File: config.mk
export PLATFORM = sky130hd
export DESIGN_NAME = peripheral_soft_reset_bank
export DESIGN_NICKNAME = d
export VERILOG_FILES = /design/src/logic/reset_bank_pkg.sv /design/src/logic/reg_access_if.sv /design/src/logic/apb_reg_port.sv /design/src/logic/peripheral_soft_reset_bank.sv
export VERILOG_INCLUDE_DIRS = /design/src /design/src/logic
export SDC_FILE = /design/constraint.sdc
export NUM_CORES = 1
export LEC_CHECK = 0
export ABC_CLOCK_PERIOD_IN_PS = 1400
export BUFFER_PORTS_ARGS = -buffer_cell sky130_fd_sc_hd__buf_4
export CAP_MARGIN = 20
export CORE_AREA = 4 4 69 71
export DETAILED_ROUTE_END_ITERATION = 8
export DIE_AREA = 0 0 73 75
export PLACE_DENSITY = 0.74
export REMOVE_ABC_BUFFERS = 1
export SYNTH_ARGS = -nofsm -noshare
export SYNTH_HDL_FRONTEND = slang
export SYNTH_SLANG_ARGS = --single-unit
File: constraint.sdc
create_clock -name pclk -period 1.4 [get_ports pclk]
set_input_delay 0.21 -clock pclk [delete_from_list [all_inputs] [get_ports pclk]]
set_output_delay 0.21 -clock pclk [all_outputs]
set_load 0.02 [all_outputs]
File: src/logic/reset_bank_defines.svh
`ifndef RESET_BANK_DEFINES_SVH
`define RESET_BANK_DEFINES_SVH

// Register placement
`define SYSCTL_BASE_ADDR 32'h400f_e000
`define PERIPH_RESET_CTL_B_OFFSET 12'h044
`define PERIPH_RESET_CTL_B_RESET 32'h0000_0000
`define APB_ADDR_W 12

// Field positions
`define COMPARATOR0_BIT 24
`define GP_RESET_A_BIT 19
`define GP_RESET_B_BIT 18
`define GP_RESET_C_BIT 17
`define GP_RESET_D_BIT 16
`define TWO_WIRE0_BIT 12
`define QUAD_ENCODER0_BIT 8
`define SYNC_SERIAL0_BIT 4
`define ASYNC_SERIAL2_BIT 2
`define ASYNC_SERIAL1_BIT 1
`define ASYNC_SERIAL0_BIT 0

// Implemented bits; everything else is reserved, read-only zero
`define PERIPH_RESET_CTL_B_WMASK 32'h010f_1117

// Answer to an unmapped read
`define UNMAPPED_RDATA 32'h0000_0000

`endif

File: src/logic/reset_bank_pkg.sv
package reset_bank_pkg;

  // Bus slave sequencing, one-hot
  typedef enum logic [1:0] {
    SLV_IDLE = 2'b01,
    SLV_DONE = 2'b10
  } slave_state_t;

  // Peripheral reset word
  typedef logic [31:0] reset_word_t;

endpackage : reset_bank_pkg

File: src/logic/reg_access_if.sv
`timescale 1ns/100ps

// Register access between bus slave and register bank
interface reg_access_if;
  logic wr_en;
  logic [31:0] wdata;
  logic hit;
  logic [31:0] rdata;

  modport slave (output wr_en, output wdata, output hit, input rdata);
  modport bank (input wr_en, input wdata, input hit, output rdata);
endinterface : reg_access_if

File: src/logic/apb_reg_port.sv
`timescale 1ns/100ps
`include "reset_bank_defines.svh"

module apb_reg_port
  import reset_bank_pkg::*;
(
  // Clock and reset
  input wire logic pclk,
  input wire logic presetn,
  // APB
  input wire logic psel,
  input wire logic penable,
  input wire logic pwrite,
  input wire logic [`APB_ADDR_W-1:0] paddr,
  input wire logic [31:0] pwdata,
  output logic pready,
  output logic [31:0] prdata,
  output logic pslverr,
  // Register side
  reg_access_if.slave regs
);

  slave_state_t state_q;
  logic access;
  logic hit;

  ////////////////////////////////////////////////////////////////////////
  // Decode
  assign access = psel & penable;
  assign hit = (paddr == `PERIPH_RESET_CTL_B_OFFSET);
  assign regs.hit = hit;
  assign regs.wdata = pwdata;
  // Write lands on the edge where pready is sampled high; bank qualifies with hit
  assign regs.wr_en = access & pwrite & (state_q == SLV_DONE);

  ////////////////////////////////////////////////////////////////////////
  // One wait state, then answer for one cycle
  always_ff @(posedge pclk or negedge presetn)
  begin
    if (!presetn)
    begin
      state_q <= SLV_IDLE;
    end
    else
    begin
      case (state_q)
        SLV_IDLE: if (access) state_q <= SLV_DONE;
        SLV_DONE: state_q <= SLV_IDLE;
        default: state_q <= SLV_IDLE;
      endcase
    end
  end

  // Registered answer
  always_ff @(posedge pclk or negedge presetn)
  begin
    if (!presetn)
    begin
      pready <= 1'h0;
      prdata <= 32'h0000_0000;
      pslverr <= 1'h0;
    end
    else
    begin
      pready <= access & (state_q == SLV_IDLE);
      pslverr <= access & (state_q == SLV_IDLE) & ~hit;
      if (access & (state_q == SLV_IDLE) & ~pwrite)
        prdata <= hit ? regs.rdata : `UNMAPPED_RDATA;
    end
  end

endmodule : apb_reg_port

File: src/logic/peripheral_soft_reset_bank.sv
`timescale 1ns/100ps
`include "reset_bank_defines.svh"

module peripheral_soft_reset_bank
  import reset_bank_pkg::*;
(
  // Clock and reset
  input wire logic pclk,
  input wire logic presetn,
  // APB slave
  input wire logic psel,
  input wire logic penable,
  input wire logic pwrite,
  input wire logic [`APB_ADDR_W-1:0] paddr,
  input wire logic [31:0] pwdata,
  output logic pready,
  output logic [31:0] prdata,
  output logic pslverr,
  // Device capability bits, one per peripheral
  input wire reset_bank_pkg::reset_word_t capability_mask_b,
  // Peripheral resets, active high
  output logic comparator0_reset,
  output logic gp_reset_a,
  output logic gp_reset_b,
  output logic gp_reset_c,
  output logic gp_reset_d,
  output logic two_wire0_reset,
  output logic quad_encoder0_reset,
  output logic sync_serial0_reset,
  output logic async_serial2_reset,
  output logic async_serial1_reset,
  output logic async_serial0_reset
);

  import reset_bank_pkg::*;

  reg_access_if regs ();

  reset_word_t readback;
  logic write_hit;

  ////////////////////////////////////////////////////////////////////////
  // Bits a write may touch: implemented and present
  function automatic reset_word_t writable(input reset_word_t cap);
    writable = cap & `PERIPH_RESET_CTL_B_WMASK;
  endfunction : writable

  // Visible value: reserved positions forced to zero
  function automatic reset_word_t visible(input reset_word_t word);
    visible = word & `PERIPH_RESET_CTL_B_WMASK;
  endfunction : visible

  // True when this write may change the bit at pos
  function automatic logic bit_write(input logic wr, input reset_word_t cap,
    input int unsigned pos);
    reset_word_t allowed;
    allowed = writable(cap);
    bit_write = wr & allowed[pos];
  endfunction : bit_write

  ////////////////////////////////////////////////////////////////////////
  // Bus slave
  apb_reg_port u_port (
    .pclk(pclk),
    .presetn(presetn),
    .psel(psel),
    .penable(penable),
    .pwrite(pwrite),
    .paddr(paddr),
    .pwdata(pwdata),
    .pready(pready),
    .prdata(prdata),
    .pslverr(pslverr),
    .regs(regs.slave)
  );

  ////////////////////////////////////////////////////////////////////////
  // Accepted write to the mapped control word
  assign write_hit = regs.wr_en & regs.hit;

  ////////////////////////////////////////////////////////////////////////
  // One flop per peripheral reset; a one holds the unit in reset

  // Analog comparator 0
  always_ff @(posedge pclk or negedge presetn)
  begin
    if (!presetn)
    begin
      comparator0_reset <= 1'h0;
    end
    else if (bit_write(write_hit, capability_mask_b, `COMPARATOR0_BIT))
    begin
      comparator0_reset <= regs.wdata[`COMPARATOR0_BIT];
    end
  end

  // Timer 3
  always_ff @(posedge pclk or negedge presetn)
  begin
    if (!presetn)
    begin
      gp_reset_a <= 1'h0;
    end
    else if (bit_write(write_hit, capability_mask_b, `GP_RESET_A_BIT))
    begin
      gp_reset_a <= regs.wdata[`GP_RESET_A_BIT];
    end
  end

  // Timer 2
  always_ff @(posedge pclk or negedge presetn)
  begin
    if (!presetn)
    begin
      gp_reset_b <= 1'h0;
    end
    else if (bit_write(write_hit, capability_mask_b, `GP_RESET_B_BIT))
    begin
      gp_reset_b <= regs.wdata[`GP_RESET_B_BIT];
    end
  end

  // Timer 1
  always_ff @(posedge pclk or negedge presetn)
  begin
    if (!presetn)
    begin
      gp_reset_c <= 1'h0;
    end
    else if (bit_write(write_hit, capability_mask_b, `GP_RESET_C_BIT))
    begin
      gp_reset_c <= regs.wdata[`GP_RESET_C_BIT];
    end
  end

  // Timer 0
  always_ff @(posedge pclk or negedge presetn)
  begin
    if (!presetn)
    begin
      gp_reset_d <= 1'h0;
    end
    else if (bit_write(write_hit, capability_mask_b, `GP_RESET_D_BIT))
    begin
      gp_reset_d <= regs.wdata[`GP_RESET_D_BIT];
    end
  end

  // Two-wire serial unit 0
  always_ff @(posedge pclk or negedge presetn)
  begin
    if (!presetn)
    begin
      two_wire0_reset <= 1'h0;
    end
    else if (bit_write(write_hit, capability_mask_b, `TWO_WIRE0_BIT))
    begin
      two_wire0_reset <= regs.wdata[`TWO_WIRE0_BIT];
    end
  end

  // Quadrature encoder unit 0
  always_ff @(posedge pclk or negedge presetn)
  begin
    if (!presetn)
    begin
      quad_encoder0_reset <= 1'h0;
    end
    else if (bit_write(write_hit, capability_mask_b, `QUAD_ENCODER0_BIT))
    begin
      quad_encoder0_reset <= regs.wdata[`QUAD_ENCODER0_BIT];
    end
  end

  // Synchronous serial unit 0
  always_ff @(posedge pclk or negedge presetn)
  begin
    if (!presetn)
    begin
      sync_serial0_reset <= 1'h0;
    end
    else if (bit_write(write_hit, capability_mask_b, `SYNC_SERIAL0_BIT))
    begin
      sync_serial0_reset <= regs.wdata[`SYNC_SERIAL0_BIT];
    end
  end

  // Async serial unit 2
  always_ff @(posedge pclk or negedge presetn)
  begin
    if (!presetn)
    begin
      async_serial2_reset <= 1'h0;
    end
    else if (bit_write(write_hit, capability_mask_b, `ASYNC_SERIAL2_BIT))
    begin
      async_serial2_reset <= regs.wdata[`ASYNC_SERIAL2_BIT];
    end
  end

  // Async serial unit 1
  always_ff @(posedge pclk or negedge presetn)
  begin
    if (!presetn)
    begin
      async_serial1_reset <= 1'h0;
    end
    else if (bit_write(write_hit, capability_mask_b, `ASYNC_SERIAL1_BIT))
    begin
      async_serial1_reset <= regs.wdata[`ASYNC_SERIAL1_BIT];
    end
  end

  // Async serial unit 0
  always_ff @(posedge pclk or negedge presetn)
  begin
    if (!presetn)
    begin
      async_serial0_reset <= 1'h0;
    end
    else if (bit_write(write_hit, capability_mask_b, `ASYNC_SERIAL0_BIT))
    begin
      async_serial0_reset <= regs.wdata[`ASYNC_SERIAL0_BIT];
    end
  end

  ////////////////////////////////////////////////////////////////////////
  // Readback word; positions without a flop stay zero
  always_comb
  begin
    readback = `PERIPH_RESET_CTL_B_RESET;
    readback[`COMPARATOR0_BIT] = comparator0_reset;
    readback[`GP_RESET_A_BIT] = gp_reset_a;
    readback[`GP_RESET_B_BIT] = gp_reset_b;
    readback[`GP_RESET_C_BIT] = gp_reset_c;
    readback[`GP_RESET_D_BIT] = gp_reset_d;
    readback[`TWO_WIRE0_BIT] = two_wire0_reset;
    readback[`QUAD_ENCODER0_BIT] = quad_encoder0_reset;
    readback[`SYNC_SERIAL0_BIT] = sync_serial0_reset;
    readback[`ASYNC_SERIAL2_BIT] = async_serial2_reset;
    readback[`ASYNC_SERIAL1_BIT] = async_serial1_reset;
    readback[`ASYNC_SERIAL0_BIT] = async_serial0_reset;
  end

  // Reserved positions forced to zero on the bus
  assign regs.rdata = visible(readback);

endmodule : peripheral_soft_reset_bank

==> metrics.csv, run 1 <==
stage;metric;value;unit
outcome;status;complete, no violations;
timing;RSZ-0062 raised after global routing;true;
yosys;post-synthesis instance area;1330;um2
timing;share of the cycle needed by the critical path after routing;99.2;%
die;area of the die;5480;um2
timing;maximum clock rate;720;MHz
route;vias after detailed routing;965;
setup_path;critical path type;register to register;
die;area of the core;4230;um2
yosys;cell count after synthesis;98;
place;routability cong.;0.693;
place;number of buffers added on ports;62;
route;Top Layer Used;met4;
pwr;fraction of power consumed by combinational cells;13.7;%
setup_path;worst-case register-to-register setup slack;0.01;ns
die;Die X-Extent;73;um
pwr;Net Sw Frac;23.4;%
final_layout;antenna fix cells;0;
yosys;flop and latch count out of synthesis;26;
place;dpl hpwl;2470;um
min_path;Hold Crit Class;primary input to register;
die;row count;24;
grt;GRT Residual Overflow;0;
pwr;power density relative to cell area;743;nW/um2
pwr;Peak supply drop;303;uV
timing;hold violation count in the final report;0;
grt;antenna violations before repair;0;
clock_tree;clock tree from TritonCTS;yes;
final_layout;Final Net Count;252;
die;top-level port count;126;
yosys;sequential-to-total area share from yosys stat;49.2;%
setup_path;required arrival time at the worst endpoint;1.60;ns
route;routed wire length on met3;260;um
final_layout;most common library cell in the layout ignoring fill and taps;sky130_fd_sc_hd__buf_4;
timing;total count of max-transition violations in the final report;0;
pwr;switching power;0.000335;W
route;initial detailed-routing violation count;13;
setup_path;number of cells on the worst reg-to-reg path;5;
route;wire length on met1;1140;um
clock_tree;H-tree lvl count;1;
clock_tree;clock-pin slew on the worst setup and hold paths;0.09;ns
place;worst setup slack before clock tree synthesis;-0.134;ns
yosys;number of different library cells in the post-synthesis netlist;21;
final_layout;area added between synthesis and finish;45.7;%
timing;number of endpoints failing setup at the final stage;0;
route;post-detailed-routing wire length;3090;um
route;routed length on met2;1670;um
setup_path;Worst setup SP type;register;
setup_path;startpoint of the worst-slack reg-to-reg timing path;u_port.state_q[0];
pwr;clock network power share;33.1;%
setup_path;crit end category;register;
timing;final worst setup slack;0.0117;ns
grt;total global-route track usage;11.2;%
final_layout;fillcell total;412;
pwr;share of power burned in registers;53.2;%
setup_path;Worst Path Arrival;1.59;ns
pwr;leakage dissipation;1.04;nW
clock_tree;number of buffers inserted during clock tree synthesis;3;
pwr;Design Power;0.00143;W
final_layout;leading cell types in the layout, fill and taps excluded;66 x sky130_fd_sc_hd__buf_4, 25 x sky130_fd_sc_hd__dfrtp_1, 21 x sky130_fd_sc_hd__conb_1;
setup_path;Worst Path Max Fanout;6;
setup_path;launch point of the critical path;u_port.state_q[0];
grt;via count of the first global-routing pass;967;
min_path;endpoint of the worst hold path;two_wire0_reset;
yosys;post-synthesis area per instance;13.5;um2
clock_tree;number of buffers on the longest clock path;2;
yosys;Synth Warn #;0;
clock_tree;clock latency at the later pin of the worst-skew pair;0.26;ns
route;number of nets with antenna violations after routing;0;
route;number of detailed-routing iterations run before antenna repair;3;
min_path;origin of the worst min-delay path;pwdata[12];
run;max capacitance violation total;0;
grt;wire length of the first global-routing pass;4570;um
route;Vias/cell;4.35;
die;Die H;75;um
grt;pin count of the biggest net entering global routing;27;
route;average wire per standard cell;13.9;um
timing;Clock Skew;0.00281;ns
die;Starting Density;31.3;%
final_layout;ratio of cells with drive above 1 in the final layout;61.8;%
route;post-detailed-route DRC marker count;0;
timing;time the final worst path needs with I/O delays and setup;1.39;ns
clock_tree;clk sinks;26;
min_path;worst hold path depth;2;
clock_tree;CTS root buf;sky130_fd_sc_hd__clkbuf_8;
setup_path;capturing point of the worst reg2reg path;u_port.prdata[18];
pwr;Pint;0.00110;W
-- cell usage after synthesis --
master	number	area [um2]
sky130_fd_sc_hd__or2_2	1	6.26
sky130_fd_sc_hd__and4bb_2	1	12.5
sky130_fd_sc_hd__nand3_1	2	10.0
sky130_fd_sc_hd__buf_2	1	5.00
sky130_fd_sc_hd__a22o_1	11	96.3
sky130_fd_sc_hd__buf_12	1	20.0
sky130_fd_sc_hd__nand2_1	1	3.75
sky130_fd_sc_hd__mux2_2	2	22.5
sky130_fd_sc_hd__nor2_1	2	7.51
sky130_fd_sc_hd__nand4b_4	1	23.8
sky130_fd_sc_hd__inv_1	2	7.51
sky130_fd_sc_hd__buf_4	23	173
sky130_fd_sc_hd__nand3_2	9	90.1
sky130_fd_sc_hd__nor3b_2	1	12.5
sky130_fd_sc_hd__nor4_2	2	25.0
sky130_fd_sc_hd__conb_1	1	3.75
sky130_fd_sc_hd__and3_4	1	11.3
sky130_fd_sc_hd__nand3b_1	1	7.51
sky130_fd_sc_hd__dfstp_2	1	26.3
sky130_fd_sc_hd__dfrtp_1	25	626
sky130_fd_sc_hd__mux2_4	9	135
-- kinds of logic (layout without fill, tap and decap cells) --
family / after synthesis / count (layout) / synth area share, %
other cells: 1 / 21 / 0.283
buf+inv: 27 / 79 / 15.5
flops: 26 / 26 / 49.2
mux: 11 / 11 / 11.9
simple gates: 22 / 22 / 15.9
compound gates: 11 / 11 / 7.27
-- layer usage --
layer  up-vias  GRT usage, %
met5         -             0
met4         0          3.69
met3         2          2.67
met2        49          19.1
met1       465          14.0
li1        449             -
-- critical path, stage by stage, from the launching register on --
cell and delay, ns:
sky130_fd_sc_hd__dfstp_2 0.56, sky130_fd_sc_hd__nand4b_4 0.10, sky130_fd_sc_hd__buf_6 0.14, sky130_fd_sc_hd__nor3b_4 0.24, sky130_fd_sc_hd__buf_6 0.15, sky130_fd_sc_hd__a22o_1 0.13
-- layout make-up --
cell class	instances	area, um2	area share, %
Clock buffer	4	55.1	2.85
Inverter	2	7.51	0.389
Multi-Input combinational cell	65	569	29.5
Sequential cell	26	652	33.8
Tap cell	52	65.1	3.37
Timing Repair Buffer	73	582	30.1
-- per-stage QoR --
stage | utilization [%] | instance area, um2 | TNS (ns) | hold WS (ns) | instances
floorplan | - | 1200 | -4.09 | -0.0856 | 93
CTS | 44.8 | 1900 | -0.00550 | 0.159 | 221
finish | 45.6 | 1930 | 0 | 0.169 | 222
global route | 45.6 | 1930 | -0.471 | 0.157 | 222
detailed placement | 42.8 | 1810 | -2.30 | 0.136 | 216
global placement | 42.8 | 1810 | -1.87 | 0.135 | 216
-- registers in the layout, indices dropped and copies added (netlist names) --
signal and count:
async_serial0_reset 1, async_serial1_reset 1, async_serial2_reset 1, comparator0_reset 1
gp_reset_a 1, gp_reset_b 1, gp_reset_c 1, gp_reset_d 1
quad_encoder0_reset 1, sync_serial0_reset 1, two_wire0_reset 1, u_port.prdata 11
u_port.pready 1, u_port.pslverr 1, u_port.state_q 2
-- worst max path at each step --
stage / to / slack [ns] / depth (start not counted)
after CTS: u_port.prdata[18] / -0.005 / 5
after floorplan: async_serial0_reset / -0.30 / 4
final: u_port.prdata[18] / 0.01 / 5
after detailed placement: gp_reset_d / -0.13 / 6
after global placement: gp_reset_c / -0.11 / 6
after global routing: u_port.prdata[2] / -0.04 / 5
-- power groups by stage --
stage	Combinational (W)	Clock, W	Sequential [W]
2_1_floorplan	0.0000662	0	0.000781
3_3_place_gp	0.000184	0	0.000777
3_5_place_dp	0.000187	0	0.000778
4_1_cts	0.000192	0.000498	0.000763
5_1_grt	0.000213	0.000525	0.000763
6_report	0.000196	0.000475	0.000763
-- timing repair --
action,4_1_cts,5_1_grt
hold endpoints to repair,25,0
hold buffers,1,0
endpoints found under the setup margin,13,20
buffers inserted,0,1
resized for setup,5,6
pin swaps,0,8
No activity file was read; power rests on OpenSTA's default activity.
==> inputs of run 2 (changes only) <==
CORE_AREA = 2 2 60 76   (was 4 4 69 71)
DIE_AREA = 0 0 62 78   (was 0 0 73 75)
PLACE_DENSITY = 0.75   (was 0.74)
==> run 2 against run 1 <==
Sequential cell count did not move. Sequential power hardly changed. Via count down 0.83%. Global-route usage rose by 0.66 points. Final area fell by 0.91%. Cell count is 1.4% higher. Worst hold slack improved by 0.0033 ns. Critical path type unchanged. Largest cell class unchanged. Largest power group unchanged.
==> metrics.csv, run 2 (synthesized netlist as in run 1, its figures left out) <==
stage;metric;value;unit;change
setup_path;Worst Path Arrival;1.51;ns;was 1.59 ns
place;number of buffers added on ports;62;;unchanged
route;Vias/cell;4.25;;was 4.35
timing;time the final worst path needs with I/O delays and setup;1.36;ns;was 1.39 ns
grt;total global-route track usage;11.9;%;was 11.2%
timing;RSZ-0062 raised after global routing;true;;unchanged
timing;share of the cycle needed by the critical path after routing;97.0;%;was 99.2%
setup_path;critical path type;register to register;;unchanged
min_path;endpoint of the worst hold path;async_serial1_reset;;was two_wire0_reset
grt;via count of the first global-routing pass;923;;was 967
clock_tree;clk sinks;26;;unchanged
clock_tree;number of buffers inserted during clock tree synthesis;3;;unchanged
final_layout;registers with the most flip-flops;u_port.prdata x11, u_port.state_q x2;;unchanged
setup_path;number of cells on the worst reg-to-reg path;5;;unchanged
run;max capacitance violation total;0;;unchanged
route;average wire per standard cell;12.6;um;was 13.9 um
pwr;Pint;0.00105;W;was 0.00110 W
route;vias after detailed routing;957;;was 965
setup_path;required arrival time at the worst endpoint;1.55;ns;was 1.60 ns
timing;Total Neg Setup Slack;0;ns;unchanged
die;top-level port count;126;;unchanged
place;dpl hpwl;2290;um;was 2470 um
route;initial detailed-routing violation count;15;;was 13
clock_tree;clock tree from TritonCTS;yes;;unchanged
setup_path;startpoint of the worst-slack reg-to-reg timing path;u_port.state_q[0];;unchanged
setup_path;crit end category;register;;unchanged
route;post-detailed-routing wire length;2830;um;was 3090 um
die;Die X-Extent;62;um;was 73 um
route;number of nets with antenna violations after routing;0;;unchanged
pwr;Net Sw Frac;23.3;%;was 23.4%
final_layout;leading cell types in the layout, fill and taps excluded;66 x sky130_fd_sc_hd__buf_4, 25 x sky130_fd_sc_hd__dfrtp_1, 21 x sky130_fd_sc_hd__conb_1;;unchanged
route;routed wire length on met3;218;um;was 260 um
clock_tree;clock latency at the later pin of the worst-skew pair;0.26;ns;about the same
pwr;fraction of power consumed by combinational cells;14.2;%;was 13.7%
route;number of detailed-routing iterations run before antenna repair;4;;was 3
min_path;origin of the worst min-delay path;pwdata[1];;was pwdata[12]
setup_path;Worst setup SP type;register;;unchanged
route;wire length on met1;1060;um;was 1140 um
setup_path;capturing point of the worst reg2reg path;gp_reset_a;;was u_port.prdata[18]
final_layout;Final Net Count;251;;was 252
outcome;status;complete, no violations;;unchanged
die;area of the die;4840;um2;was 5480 um2
clock_tree;H-tree lvl count;1;;unchanged
grt;wire length of the first global-routing pass;4310;um;was 4570 um
timing;Clock Skew;0.00249;ns;was 0.00281 ns
final_layout;area added between synthesis and finish;44.4;%;was 45.7%
place;placed insts;219;;was 216
timing;total count of max-transition violations in the final report;0;;unchanged
pwr;switching power;0.000319;W;was 0.000335 W
clock_tree;clock-pin slew on the worst setup and hold paths;0.08;ns;was 0.09 ns
min_path;Hold Crit Class;primary input to register;;unchanged
grt;GRT Residual Overflow;0;;unchanged
timing;worst slack on hold paths;0.172;ns;was 0.169 ns
die;Starting Density;32.6;%;was 31.3%
min_path;worst hold path depth;2;;unchanged
clock_tree;CTS root buf;sky130_fd_sc_hd__clkbuf_8;;unchanged
setup_path;worst-case register-to-register setup slack;0.04;ns;was 0.01 ns
timing;hold violation count in the final report;0;;unchanged
pwr;clock network power share;30.2;%;was 33.1%
final_layout;Largest register FFs;11;;unchanged
final_layout;number of standard cells in the layout, taps in and fillers out;225;;was 222
final_layout;ratio of cells with drive above 1 in the final layout;62.1;%;was 61.8%
grt;pin count of the biggest net entering global routing;27;;unchanged
pwr;share of power burned in registers;55.7;%;was 53.2%
die;area of the core;4070;um2;was 4230 um2
pwr;Peak supply drop;245;uV;was 303 uV
place;routability cong.;0.704;;was 0.693
die;Die H;78;um;was 75 um
final_layout;register bank with the most flops;u_port.prdata;;unchanged
clock_tree;number of buffers on the longest clock path;2;;unchanged
grt;antenna violations before repair;0;;unchanged
timing;number of endpoints failing setup at the final stage;0;;unchanged
pwr;Design Power;0.00137;W;was 0.00143 W
die;row count;26;;was 24
timing;maximum clock rate;737;MHz;was 720 MHz
pwr;power density relative to cell area;716;nW/um2;was 743 nW/um2
route;Top Layer Used;met4;;unchanged
pwr;leakage dissipation;1.02;nW;was 1.04 nW
route;routed length on met2;1540;um;was 1670 um
route;post-detailed-route DRC marker count;0;;unchanged
final_layout;most common library cell in the layout ignoring fill and taps;sky130_fd_sc_hd__buf_4;;unchanged
setup_path;Worst Path Max Fanout;5;;was 6
final_layout;fillcell total;409;;was 412
final_layout;antenna fix cells;0;;unchanged
[run 2: changes by cell type in the layout (fill, tap and decap cells not counted)]
cell	delta
sky130_fd_sc_hd__nand3_4	-1
sky130_fd_sc_hd__clkbuf_8	-1
sky130_fd_sc_hd__mux2_4	-1
sky130_fd_sc_hd__buf_6	-1
sky130_fd_sc_hd__nand3_1	-2
sky130_fd_sc_hd__mux2_2	+1
sky130_fd_sc_hd__clkbuf_1	+1
sky130_fd_sc_hd__nand3_2	+3
[run 2: worst max path at each step]
stage	startpoint	endpoint
5_1_grt	u_port.state_q[0]	quad_encoder0_reset
3_5_place_dp	paddr[8]	quad_encoder0_reset
4_1_cts	u_port.state_q[0]	quad_encoder0_reset
6_report	u_port.state_q[0]	gp_reset_a
2_1_floorplan	u_port.state_q[0]	async_serial0_reset
3_3_place_gp	paddr[8]	quad_encoder0_reset
[run 2: power by group through the flow]
stage	sequential, W	combinational, W	clock (W)
4_1_cts	0.000762	0.000190	0.000441
2_1_floorplan	0.000781	0.0000662	0
3_3_place_gp	0.000776	0.000184	0
3_5_place_dp	0.000777	0.000186	0
6_report	0.000762	0.000194	0.000413
5_1_grt	0.000764	0.000210	0.000474
[run 2: through the flow]
stage	worst slack [ns]	utilization (%)	instance area, um2
6_report	0.0424	47.0	1910
5_1_grt	-0.0260	47.0	1910
4_1_cts	0.000705	46.0	1870
3_5_place_dp	-0.0871	44.5	1810
3_3_place_gp	-0.0751	44.5	1810
2_1_floorplan	-0.300	-	1200
[run 2: critical path, stage by stage, from the launching register on]
cell	delay, ns
sky130_fd_sc_hd__dfstp_2	0.56
sky130_fd_sc_hd__nand3b_1	0.12
sky130_fd_sc_hd__nor2_2	0.06
sky130_fd_sc_hd__buf_6	0.13
sky130_fd_sc_hd__nand3_2	0.07
sky130_fd_sc_hd__mux2_2	0.32
[run 2: per-layer routing]
metal | up-vias | global-route usage (%)
met5 | - | 0
met1 | 453 | 13.4
li1 | 446 | -
met2 | 56 | 21.7
met4 | 0 | 2.55
met3 | 2 | 2.50
[run 2: area by class of cell]
type	count	area (um2)	share of cell area [%]
Clock buffer	4	45.0	2.35
Inverter	2	7.51	0.392
Multi-Input combinational cell	65	568	29.7
Sequential cell	26	652	34.1
Tap cell	56	70.1	3.66
Timing Repair Buffer	72	571	29.8
[run 2: timing repair]
action | CTS | global route
buffers inserted | 0 | 1
gates resized for setup | 2 | 8
endpoints found under the setup margin | 12 | 18
pin swaps | 0 | 7
endpoints found under the hold margin | 25 | 0
hold buffers | 1 | 0
==> inputs of run 3 (changes only) <==
BUFFER_PORTS_ARGS = unset   (was -buffer_cell sky130_fd_sc_hd__buf_4)
CORE_AREA = 2 2 47 60   (was 2 2 60 76)
DIE_AREA = 0 0 49 62   (was 0 0 62 78)
DONT_BUFFER_PORTS = 1   (was unset)
PLACE_DENSITY = 0.71   (was 0.75)
==> run 3 against run 2 <==
Routed wire length shrank 14%. Die area shrank 37%. Total power shrank 8.8%. Clock power shrank 9.0%. Worst hold slack lost 0.14 ns. Critical path type unchanged. Global-route usage grew 3.8 points. Sequential cell count is the same. Cell count shrank 36%. Sequential power grew 0.8%.
==> metrics.csv, run 3 (synthesized netlist as in run 1, its figures left out) <==
stage;metric;value;unit;change
timing;RSZ-0062 raised after global routing;true;;unchanged
clock_tree;number of buffers inserted during clock tree synthesis;3;;unchanged
grt;via count of the first global-routing pass;708;;was 923
pwr;share of power burned in registers;61.4;%;was 55.7%
timing;time the final worst path needs with I/O delays and setup;1.38;ns;was 1.36 ns
place;number of buffers added on ports;0;;was 62
setup_path;Largest stage delay, worst path;0.58;ns;was 0.56 ns
place;worst setup slack before clock tree synthesis;-0.0468;ns;was -0.0871 ns
final_layout;most common library cell in the layout ignoring fill and taps;sky130_fd_sc_hd__dfrtp_1;;was sky130_fd_sc_hd__buf_4
pwr;switching power;0.000303;W;was 0.000319 W
die;area of the die;3040;um2;was 4840 um2
min_path;Hold Crit Class;primary input to register;;unchanged
clock_tree;number of buffers on the longest clock path;2;;unchanged
pwr;fraction of power consumed by combinational cells;8.5;%;was 14.2%
route;vias after detailed routing;759;;was 957
final_layout;antenna fix cells;0;;unchanged
timing;share of the cycle needed by the critical path after routing;98.6;%;was 97.0%
pwr;Pint;0.000946;W;was 0.00105 W
clock_tree;CTS root buf;sky130_fd_sc_hd__clkbuf_4;;was sky130_fd_sc_hd__clkbuf_8
die;Die X-Extent;49;um;was 62 um
route;post-detailed-routing wire length;2440;um;was 2830 um
min_path;worst hold path depth;1;;was 2
die;area of the core;2550;um2;was 4070 um2
timing;maximum clock rate;724;MHz;was 737 MHz
run;max capacitance violation total;0;;unchanged
setup_path;Worst setup SP type;register;;unchanged
final_layout;Largest register FFs;11;;unchanged
final_layout;ratio of cells with drive above 1 in the final layout;40.9;%;was 62.1%
min_path;endpoint of the worst hold path;sync_serial0_reset;;was async_serial1_reset
final_layout;Final Net Count;192;;was 251
timing;final worst setup slack;0.0194;ns;was 0.0424 ns
timing;hold violation count in the final report;0;;unchanged
setup_path;startpoint of the worst-slack reg-to-reg timing path;u_port.state_q[0];;unchanged
pwr;clock network power share;30.1;%;was 30.2%
grt;total global-route track usage;15.6;%;was 11.9%
die;row count;21;;was 26
clock_tree;clock-pin slew on the worst setup and hold paths;0.14;ns;was 0.08 ns
place;routability cong.;0.760;;was 0.704
die;Die H;62;um;was 78 um
timing;Clock Skew;0.00579;ns;was 0.00249 ns
grt;pin count of the biggest net entering global routing;27;;unchanged
grt;GRT Residual Overflow;0;;unchanged
route;average wire per standard cell;17.0;um;was 12.6 um
clock_tree;clock tree from TritonCTS;yes;;unchanged
setup_path;required arrival time at the worst endpoint;1.66;ns;was 1.55 ns
pwr;Peak supply drop;599;uV;was 245 uV
final_layout;registers with the most flip-flops;u_port.prdata x11, u_port.state_q x2;;unchanged
final_layout;leading cell types in the layout, fill and taps excluded;25 x sky130_fd_sc_hd__dfrtp_1, 21 x sky130_fd_sc_hd__conb_1, 11 x sky130_fd_sc_hd__mux2_4, 11 x sky130_fd_sc_hd__a22o_1, 6 x sky130_fd_sc_hd__nand3_2;;was 66 x sky130_fd_sc_hd__buf_4, 25 x sky130_fd_sc_hd__dfrtp_1, 21 x sky130_fd_sc_hd__conb_1
setup_path;critical path type;register to register;;unchanged
grt;antenna violations before repair;0;;unchanged
pwr;power density relative to cell area;835;nW/um2;was 716 nW/um2
setup_path;worst-case register-to-register setup slack;0.02;ns;was 0.04 ns
grt;wire length of the first global-routing pass;3510;um;was 4310 um
pwr;Design Power;0.00125;W;was 0.00137 W
setup_path;critical-path cell with the highest stage delay;sky130_fd_sc_hd__dfstp_2;;unchanged
final_layout;register bank with the most flops;u_port.prdata;;unchanged
clock_tree;clk sinks;26;;unchanged
route;initial detailed-routing violation count;0;;was 15
timing;number of endpoints failing setup at the final stage;0;;unchanged
route;number of nets with antenna violations after routing;0;;unchanged
outcome;status;complete, no violations;;unchanged
route;post-detailed-route DRC marker count;0;;unchanged
die;Starting Density;52.0;%;was 32.6%
setup_path;number of cells on the worst reg-to-reg path;5;;unchanged
route;Vias/cell;5.27;;was 4.25
final_layout;area added between synthesis and finish;12.9;%;was 44.4%
setup_path;CP delay by family, top;flip-flops;;unchanged
route;number of detailed-routing iterations run before antenna repair;1;;was 4
setup_path;Worst Path Arrival;1.64;ns;was 1.51 ns
timing;total count of max-transition violations in the final report;0;;unchanged
setup_path;Critical Path Most Common Cell;sky130_fd_sc_hd__buf_6;;
setup_path;cells along the critical path;nand4b_4 -> buf_6 -> nor3b_4 -> buf_6 -> a22o_1;;was nand3b_1 -> nor2_2 -> buf_6 -> nand3_2 -> mux2_2
pwr;Net Sw Frac;24.3;%;was 23.3%
setup_path;capturing point of the worst reg2reg path;u_port.prdata[16];;was gp_reset_a
setup_path;crit path buf inv count;2;;was 1
setup_path;Worst Path Max Fanout;6;;was 5
clock_tree;clock latency at the later pin of the worst-skew pair;0.31;ns;was 0.26 ns
pwr;leakage dissipation;0.728;nW;was 1.02 nW
die;top-level port count;126;;unchanged
setup_path;crit end category;register;;unchanged
place;dpl hpwl;1850;um;was 2290 um
clock_tree;H-tree lvl count;1;;unchanged
min_path;origin of the worst min-delay path;pwdata[4];;was pwdata[1]
==> run 3: changes by cell type in the layout (fill, tap and decap cells not counted), sizes merged <==
cell         before  now
dlygate4sd3       1    3
buf              71   10
==> run 3: final cells by class <==
cell class,instances,area [um2]
clock buffer,4,36.3
fill,223,1050
inverter,2,7.51
multi-input combinational,65,609
sequential,26,652
tap,34,42.5
timing repair buffer,13,149
==> run 3: stage by stage <==
stage / setup TNS [ns] / instances / util, % / hold WS (ns) / area (um2)
6_report: 0 / 144 / 58.7 / 0.0271 / 1500
5_1_grt: -1.12 / 144 / 58.7 / 0.00152 / 1500
4_1_cts: -0.0291 / 142 / 55.7 / 0.0172 / 1420
3_5_place_dp: -0.414 / 136 / 52.0 / -0.0852 / 1330
3_3_place_gp: -0.0631 / 136 / 52.0 / -0.0851 / 1330
2_1_floorplan: -4.09 / 93 / - / -0.0856 / 1200
==> run 3: routing by layer <==
metal	up-vias	track usage (%)	routed length, um
met5	-	0	0
met4	0	8.57	23
met3	2	4.55	194
met2	47	26.2	1330
met1	382	18.5	893
li1	328	-	-
==> run 3: repair_timing <==
item | 4_1_cts | 5_1_grt
setup buffers | 0 | 0
gates cloned | 0 | 0
hold endpoints to repair | 26 | 2
pin swaps | 3 | 10
setup endpoints to repair | 13 | 22
resized for setup | 7 | 10
hold buffers | 2 | 2
==> run 3: how the worst max path moves through the flow <==
| stage | start | endpoint | slack (ns) | cells past startpoint |
|---|---|---|---|---|
| 6_report | u_port.state_q[0] | u_port.prdata[16] | 0.02 | 5 |
| 5_1_grt | u_port.state_q[0] | u_port.prdata[1] | -0.08 | 5 |
| 4_1_cts | u_port.state_q[0] | u_port.prdata[24] | -0.007 | 5 |
| 3_5_place_dp | u_port.state_q[0] | u_port.prdata[24] | -0.05 | 3 |
| 3_3_place_gp | u_port.state_q[0] | u_port.prdata[1] | -0.008 | 3 |
| 2_1_floorplan | u_port.state_q[0] | async_serial0_reset | -0.30 | 4 |
==> run 3: power groups by stage <==
stage / Combinational [W] / Clock [W] / Sequential, W
after floorplan: 0.0000662 / 0 / 0.000781
after global placement: 0.0000743 / 0 / 0.000782
after detailed placement: 0.0000753 / 0 / 0.000782
after CTS: 0.000101 / 0.000389 / 0.000768
after global routing: 0.000116 / 0.000423 / 0.000769
final: 0.000106 / 0.000376 / 0.000768
